$ cat src/timer_io_defines.svh
// Constants for the timer pin input/output mode decode block.
`ifndef TIMER_IO_DEFINES_SVH
`define TIMER_IO_DEFINES_SVH

`define IO_SEL_MSB 7
`define IO_SEL_LSB 4
`define IO_SEL_RESET 4'h0
`define GEN_REG_RESET 16'h0000
`define PIN_RESET 1'b0
`define CH0_REG_D 2'h0
`define CH1_REG_B 2'h1
`define CH2_REG_B 2'h2
`define NUM_CHANNELS 3

`endif

$ cat src/timer_io_pkg.sv
// Types shared by the timer pin input/output mode decode block.
package timer_io_pkg;

    // Pin action at a compare match, encoded as select bits 5 and 4.
    typedef enum logic [1:0] {
        ACT_KEEP = 2'h0,
        ACT_LOW = 2'h1,
        ACT_HIGH = 2'h2,
        ACT_TOGGLE = 2'h3
    } out_action_e;

    // Decoded function of one general register.
    typedef struct packed {
        logic isCompare;
        logic initLevel;
        out_action_e action;
        logic captureRise;
        logic captureFall;
        logic crossSource;
    } io_mode_s;

    // Events reported for one general register.
    typedef struct packed {
        logic compareMatch;
        logic captureEvent;
    } chan_event_s;

endpackage

$ cat src/timer_pin_io_mode_decode.sv
// Mode decode, compare and capture logic for three timer general registers.
`timescale 1ns/1ps
`include "timer_io_defines.svh"

module timer_pin_io_mode_decode #(
    parameter int CNT_W = 16
) (
    // Clock and asynchronous active-low reset.
    input wire logic ref_clk,
    input wire logic resetn,
    // Index 0 is channel 0 register D, 1 is channel 1 B, 2 is channel 2 B.
    input wire logic [2:0] ioCtrlWrEn,
    input wire logic [2:0][7:0] ioCtrlWrData,
    output logic [2:0][3:0] ioSelField,
    // Software access to the general registers and their contents.
    input wire logic [2:0] genRegWrEn,
    input wire logic [2:0][CNT_W-1:0] genRegWrData,
    output logic [2:0][CNT_W-1:0] genRegValue,
    // Counters of the owning channels, the cross-channel event sources and the buffer select of channel 0 register D.
    input wire logic [2:0][CNT_W-1:0] counterValue,
    input wire logic ch1CountTick,
    input wire logic ch0RegCEvent,
    input wire logic bufferModeB,
    // External pin levels in, pin level and drive enable out.
    input wire logic [2:0] pinIn,
    output logic [2:0] pinOut,
    output logic [2:0] pinOe,
    // One-cycle compare match and capture pulses per register.
    output timer_io_pkg::chan_event_s [2:0] chanEvent
);

    // The three registers share one decode; only channel 2 register B differs, in
    // treating codes 11xx as 10xx. Channel 0 register D alone can be made a buffer,
    // which stops its events and freezes its pin level while its stored field stays readable.

    // Turns a select field into the register's function. Codes with bit 3 clear are
    // compare codes; bit 6 picks the initial level and bits 5 and 4 the match action.
    // Codes with bit 3 set are capture codes; codes 11xx pick the cross-channel source
    // except on channel 2 register B, where bit 6 is ignored and they act as 10xx.
    // Every code is listed on purpose, so that a reader can hold each line of the
    // decode against the code table without working out the bit tests by hand.
    function automatic timer_io_pkg::io_mode_s decodeIo(
        input logic [3:0] sel,
        input logic [1:0] chan
    );
        timer_io_pkg::io_mode_s m;
        logic crossCapable;
        m = '0;
        crossCapable = (chan != `CH2_REG_B);
        case (sel)
            4'h0, 4'h4: begin
                m.isCompare = 1'b1;
                m.initLevel = sel[2];
                m.action = timer_io_pkg::ACT_KEEP;
            end
            4'h1, 4'h5: begin
                m.isCompare = 1'b1;
                m.initLevel = sel[2];
                m.action = timer_io_pkg::ACT_LOW;
            end
            4'h2, 4'h6: begin
                m.isCompare = 1'b1;
                m.initLevel = sel[2];
                m.action = timer_io_pkg::ACT_HIGH;
            end
            4'h3, 4'h7: begin
                m.isCompare = 1'b1;
                m.initLevel = sel[2];
                m.action = timer_io_pkg::ACT_TOGGLE;
            end
            4'h8: begin
                m.captureRise = 1'b1;
            end
            4'h9: begin
                m.captureFall = 1'b1;
            end
            4'hA, 4'hB: begin
                m.captureRise = 1'b1;
                m.captureFall = 1'b1;
            end
            4'hC: begin
                if (crossCapable) begin
                    m.crossSource = 1'b1;
                end else begin
                    m.captureRise = 1'b1;
                end
            end
            4'hD: begin
                if (crossCapable) begin
                    m.crossSource = 1'b1;
                end else begin
                    m.captureFall = 1'b1;
                end
            end
            4'hE, 4'hF: begin
                if (crossCapable) begin
                    m.crossSource = 1'b1;
                end else begin
                    m.captureRise = 1'b1;
                    m.captureFall = 1'b1;
                end
            end
            default: begin
                m = '0;
            end
        endcase
        return m;
    endfunction

    // Works out the pin level that a compare match leaves behind. Keep codes hold the
    // level, so a match under code 0000 or 0100 is seen on the event port only.
    function automatic logic pinAfterMatch(
        input timer_io_pkg::out_action_e action,
        input logic level
    );
        logic result;
        case (action)
            timer_io_pkg::ACT_KEEP: result = level;
            timer_io_pkg::ACT_LOW: result = 1'b0;
            timer_io_pkg::ACT_HIGH: result = 1'b1;
            timer_io_pkg::ACT_TOGGLE: result = !level;
            default: result = level;
        endcase
        return result;
    endfunction

    // Tells whether a synchronised pin moved in a direction that the mode listens to.
    // Both samples come from the second and third stages, so the first stage, which
    // may still be settling, never feeds any logic but the second.
    function automatic logic edgeMatches(
        input timer_io_pkg::io_mode_s m,
        input logic curLevel,
        input logic prevLevel
    );
        logic rising;
        logic falling;
        rising = curLevel && !prevLevel;
        falling = !curLevel && prevLevel;
        return (m.captureRise && rising) || (m.captureFall && falling);
    endfunction

    // Cross-channel capture sources per register. Register D of channel 0 listens to
    // the channel 1 count tick and register B of channel 1 to register C of channel 0.
    // Channel 2 has no cross source, so its 11xx codes fall back to pin capture and
    // its bit here is tied low.
    logic [2:0] crossEvt;
    assign crossEvt = {1'b0, ch0RegCEvent, ch1CountTick};

    // Pin synchroniser stages; the third stage only holds the previous settled level
    // so that edges can be told apart.
    logic [2:0] sync1_reg;
    logic [2:0] sync2_reg;
    logic [2:0] sync3_reg;
    logic [2:0] sync1_next;
    logic [2:0] sync2_next;
    logic [2:0] sync3_next;

    // Pin inputs pass two flip-flops, the third one only feeds edge detection.
    // The stages reset low, the level the pins show while compare mode drives 0,
    // so no false edge follows reset.
    always_comb begin
        sync1_next = pinIn;
        sync2_next = sync1_reg;
        sync3_next = sync2_reg;
    end

    // Registers the pin synchronisers.
    // The reset branch loads constants only.
    always_ff @(posedge ref_clk or negedge resetn) begin
        if (!resetn) begin
            sync1_reg <= 3'h0;
            sync2_reg <= 3'h0;
            sync3_reg <= 3'h0;
        end else begin
            sync1_reg <= sync1_next;
            sync2_reg <= sync2_next;
            sync3_reg <= sync3_next;
        end
    end

    // One copy of the register logic per general register: index 0 is channel 0
    // register D, index 1 channel 1 register B and index 2 channel 2 register B.
    // The index is also handed to the decode so that channel 2 can differ.
    genvar ch;
    generate
        for (ch = 0; ch < `NUM_CHANNELS; ch++) begin : g_chan
            // Stored state of this register: select field, value, pin and event pulses.
            // The previous equality flag makes a long equality match only once.
            logic [3:0] ioSel_reg;
            logic [3:0] ioSel_next;
            logic [CNT_W-1:0] genReg_reg;
            logic [CNT_W-1:0] genReg_next;
            logic pin_reg;
            logic pin_next;
            logic eqPrev_reg;
            logic eqPrev_next;
            logic match_reg;
            logic match_next;
            logic capture_reg;
            logic capture_next;

            // Decoded function of the stored field and of the field being written.
            // The written one is needed for the initial pin level.
            timer_io_pkg::io_mode_s mode;
            timer_io_pkg::io_mode_s newMode;
            logic [3:0] newSel;

            // Conditions of the current cycle.
            // Active is low only while register D of channel 0 is a buffer.
            logic active;
            logic isEqual;
            logic edgeHit;

            // Decodes the current and the incoming select field.
            // Bits 3 to 0 of the written byte belong to the other register and are dropped.
            always_comb begin
                newSel = ioCtrlWrData[ch][`IO_SEL_MSB:`IO_SEL_LSB];
                mode = decodeIo(ioSel_reg, 2'(ch));
                newMode = decodeIo(newSel, 2'(ch));
            end

            // Sees whether the pin moved in a direction that the mode listens to, and
            // whether the counter stands at the general register value.
            // Only register D of channel 0 can be made a buffer.
            always_comb begin
                active = !((ch == 0) && bufferModeB);
                isEqual = (counterValue[ch] == genReg_reg);
                edgeHit = edgeMatches(mode, sync2_reg[ch], sync3_reg[ch]);
                eqPrev_next = isEqual;
            end

            // Forms the match and capture pulses; equality held over several cycles
            // matches once, and a buffered register makes no event at all.
            always_comb begin
                match_next = active && mode.isCompare && isEqual && !eqPrev_reg;
                capture_next = active && (edgeHit || (mode.crossSource && crossEvt[ch]));
            end

            // Next select field; only bits 7 to 4 of the written byte are kept.
            // The field is stored even while the register is a buffer.
            always_comb begin
                ioSel_next = ioSel_reg;
                if (ioCtrlWrEn[ch]) begin
                    ioSel_next = newSel;
                end
            end

            // Next general register value; a capture wins over a software write.
            // Losing the write is the lesser harm: the captured count cannot be
            // taken again, while software can repeat its write.
            always_comb begin
                genReg_next = genReg_reg;
                if (capture_next) begin
                    genReg_next = counterValue[ch];
                end else if (genRegWrEn[ch]) begin
                    genReg_next = genRegWrData[ch];
                end
            end

            // Next pin level: initial level on a field write, action on a match.
            // A field write in the same cycle as a match wins, so a new low, high or toggle
            // code starts from its stated initial level outside buffer mode; keep codes leave the pin as is.
            always_comb begin
                pin_next = pin_reg;
                if (ioCtrlWrEn[ch] && active) begin
                    if (newMode.isCompare && (newMode.action != timer_io_pkg::ACT_KEEP)) begin
                        pin_next = newMode.initLevel;
                    end
                end else if (match_next) begin
                    pin_next = pinAfterMatch(mode.action, pin_reg);
                end
            end

            // Registers the per-channel state.
            // After reset the field is 0000, so the pin is driven at 0 until a
            // field write picks another code.
            always_ff @(posedge ref_clk or negedge resetn) begin
                if (!resetn) begin
                    ioSel_reg <= `IO_SEL_RESET;
                    genReg_reg <= CNT_W'(`GEN_REG_RESET);
                    pin_reg <= `PIN_RESET;
                    eqPrev_reg <= 1'b0;
                    match_reg <= 1'b0;
                    capture_reg <= 1'b0;
                end else begin
                    ioSel_reg <= ioSel_next;
                    genReg_reg <= genReg_next;
                    pin_reg <= pin_next;
                    eqPrev_reg <= eqPrev_next;
                    match_reg <= match_next;
                    capture_reg <= capture_next;
                end
            end

            // Drives the channel outputs; the pin is driven in compare mode.
            // Capture codes release the pin so that the outside level can be seen.
            // Event pulses come straight from their flip-flops.
            always_comb begin
                ioSelField[ch] = ioSel_reg;
                genRegValue[ch] = genReg_reg;
                pinOut[ch] = pin_reg;
                pinOe[ch] = mode.isCompare;
                chanEvent[ch].compareMatch = match_reg;
                chanEvent[ch].captureEvent = capture_reg;
            end
        end
    endgenerate

endmodule // timer_pin_io_mode_decode

$ cat config.mk
export PLATFORM = sky130hd
export DESIGN_NAME = timer_pin_io_mode_decode
export DESIGN_NICKNAME = d
export VERILOG_FILES = /design/src/timer_io_pkg.sv /design/src/timer_pin_io_mode_decode.sv
export VERILOG_INCLUDE_DIRS = /design/src
export SDC_FILE = /design/constraint.sdc
export NUM_CORES = 1
export LEC_CHECK = 0
export BUFFER_PORTS_ARGS = -buffer_cell sky130_fd_sc_hd__buf_2
export CAP_MARGIN = 20
export CORE_MARGIN = 3
export CORE_UTILIZATION = 39
export DETAILED_ROUTE_END_ITERATION = 8
export HOLD_SLACK_MARGIN = 0.08
export MAX_ROUTING_LAYER = met4
export PLACE_DENSITY = 0.73
export SLEW_MARGIN = 25
export SYNTH_ARGS = -nofsm -noshare
export SYNTH_HDL_FRONTEND = slang
export SYNTH_SLANG_ARGS = --single-unit
$ cat constraint.sdc
create_clock -name ref_clk -period 1.44 [get_ports ref_clk]
set_clock_uncertainty 0.1 [all_clocks]
set_input_delay 0 -clock ref_clk [delete_from_list [all_inputs] [get_ports ref_clk]]
set_output_delay 0 -clock ref_clk [all_outputs]
set_load 0.1 [all_outputs]
==> flow_summary.ini <==
[die]
dieWidth_microns = 108
fp.dieH_microns = 108
start_util_pct = 40.9
row_count = 36
die_area_sq_mm = 0.0117
fp.coreArea_sq_mm = 0.00995
io_pins = 206

[cts]
clk_pin_slew_ns = 0.09
cts-buffers-inserted = 9
clock-sinks = 81
cts_max_level = 3
clock_latency_ns = 0.34
cts_buffer_depth = 2
cts_root_buffer = clkbuf_8
cts_tree = done

[power_and_ir_drop]
switching_share_pct = 46.7
total_power_mw = 9.65
p_int_mw = 5.14
power_density_mw_per_mm2 = 1220
vdd_ir_drop_max_mv = 0.869
clkPwrFrac_pct = 19.4
p_leak_nw = 3.73
pwr-share-comb_pct = 50.1
p_sw_mw = 4.50
p_seq_share_pct = 30.5

[worst_setup_path]
crit_buf_inv = 0
cp_top_family = simple AND/OR/NAND/NOR gates
crit_fanout = 3
path_class = register to register
crit_path_top_delay_cell = dfrtp_4
start_kind = register
critPathRequiredTime_ns = 1.60
arrival_ns = 2.14
crit_chain = xor2_1 > nor4_2 > nand4_1 > nor3_2 > mux2i_1
cp-end-kind = register
max_stage_delay_ns = 0.50

[yosys]
synthArstFlopShare_pct = 100
netlist_area_sq_mm = 0.00407
synth_largest_type_area_fraction_pct = 49.8
synth_area_leaders = dfrtp_1 (50%), mux2i_1 (13%), xor2_1 (11%)
synth_edf_count = 0
synth_seq_cells = 81
synth_warnings = 0
avgSynthCellArea_sq_um = 10.5
yosys-top-cells-count = dfrtp_1 (81), mux2i_1 (52), xor2_1 (51)
ys_seq_area_share_pct = 49.8
yosys_most_used_dff = dfrtp_1
synth_top_cell_by_area = dfrtp_1
synth_nets = 523
synthMostInstantiatedCell = dfrtp_1
postSynthCellCount = 389
ys_types = 30

[outcome]
failed_checks = negative setup slack
outcome = finished with violations

[drt]
first_iter_violations = 239
vias = 4703
route.met2.wl_mm = 9.54
via_per_inst = 5.20
wl_mm = 17.8
dr.max_layer_used = met4
routedWlPerCell_microns = 19.7
route.detailed.drc = 0
wl_met3_mm = 1.06
firstDrtPassIters = 5
m1WireLength_mm = 6.24
drtAntennaViolNets = 0

[sta]
holdWs_ns = 0.118
drv_slew = 0
setup-violations-final = 58
rsz0062_at_grt = yes
layout_setup_ws_ns = -0.540
relSlewSlack_pct = 64.2
tightest_slew_ns = 0.538
max_freq_mhz = 505
period_needed_ns = 1.98
min_period_over_period_pct = 137
finalHoldViolations = 0

[placed_design]
io_buffer_count = 193
place_congestion = 0.846
pre_cts_ws_ns = -0.510
hpwlAfterDp_mm = 8.67
dp_cells = 744

[finish]
largest_reg_flops = 48
final_cells = 905
drive_above_1_share_pct = 57.2
syn2layout_area_growth_pct = 94.6
fin_nets = 898

[grt]
antenna_found_initial = 2
grt_pass1_vias = 5182
grt.overflow.total = 0
grt_max_degree = 40
grt_usage_pct = 29.1
grt_pass1_wl_mm = 25.8

[run]
drv_cap = 0

[worst_hold_path]
min_path_type = input pin to register
## per-layer routing
metal  up-vias  global-route usage [%]
met5         -                       -
met4         0                    16.6
met3        96                    6.09
met2       266                    51.2
met1      2264                    30.2
li1       2077                       -
## worst reg2reg max path, stage by stage, from the launching register on
cell     delay (ns)
dfrtp_4        0.50
xor2_1         0.18
nor4_2         0.35
nand4_1        0.27
nor3_2         0.28
mux2i_1        0.21
## kinds of logic after synthesis
kind of cell / Yosys count / synth area share, %
flops: 81 / 49.8
buf+inv: 37 / 4.70
mux: 60 / 15.0
compound gates: 64 / 8.57
simple gates: 93 / 10.4
xor+xnor: 54 / 11.6
## stage by stage
step	TNS (ns)	cell area (sq um)	utilization (%)
final	-11.10	7920	79.6
after global routing	-14.71	7920	79.6
after CTS	-8.26	7720	77.6
after detailed placement	-5.53	5830	58.5
after global placement	-3.98	5830	58.5
after floorplan	-20.53	4390	-
## power by group through the flow
stage	clock network [mW]	registers, mW	logic (mW)
2_1_floorplan	0	4.96	1.00
6_report	1.87	2.95	4.83
3_5_place_dp	0	2.96	4.07
3_3_place_gp	0	2.93	4.03
5_1_grt	2.02	2.98	5.01
4_1_cts	1.89	2.91	4.58
## cells in the final DEF (no fill, tap or decap), types with 3 or more instances in the layout
cell           synthesis  final
nor2_1                40     25
clkinvlp_4             0      3
a21oi_1               34     12
buf_12                 0      8
o21ai_2                0     15
o21ai_0               19      3
dlygate4sd3_1          0    123
nor2_2                 0      6
o21ai_1                3      3
nor4_2                 1     10
buf_6                  0      4
dfrtp_4                0     31
a21oi_2                0     19
a21oi_4                0      3
dfrtp_1               81     23
dfrtp_2                0     27
mux2_2                 8      8
clkbuf_4               0      8
diode_2                0      3
nand2_1               26     11
nand4_1                3      3
nand2_4                0     12
buf_4                 10     64
nor4_1                13      4
buf_2                 11    178
nor2_4                 0      9
nand2_2                0      3
inv_2                  0      4
clkbuf_8               0     10
xor2_1                51     51
mux2i_1               52     52
## final timing paths
check | start | to | slack [ns] | depth (start not counted)
worst max-delay path | g_chan[2].genReg_reg[7] | g_chan[2].pin_reg | -0.54 | 5
max in group asynchronous | resetn | g_chan[1].genReg_reg[3] | 0.10 | 4
worst min register to register | sync1_reg[0] | sync2_reg[0] | 0.25 | 0
min in group asynchronous | resetn | g_chan[2].genReg_reg[6] | 0.55 | 3
worst min-delay path | ch0RegCEvent | g_chan[1].capture_reg | 0.12 | 5
worst max register to register | g_chan[2].genReg_reg[7] | g_chan[2].pin_reg | -0.54 | 5
## layout make-up
type	count	area (sq um)
fill	542	2030
multi-input combinational	271	2300
clock inverter	5	78.8
inverter	10	48.8
clock buffer	11	141
antenna	3	7.51
tap	133	166
timing repair buffer	391	3000
sequential	81	2180
## what timing repair did
action / CTS / global route
hold endpoints to repair: 149 / 0
pin swaps: 28 / 17
buffers inserted: 109 / 4
gates cloned: 6 / 2
resized for setup: 71 / 56
endpoints found under the setup margin: 60 / 107
hold buffers: 123 / 0
(Power assumes the default switching activity.)
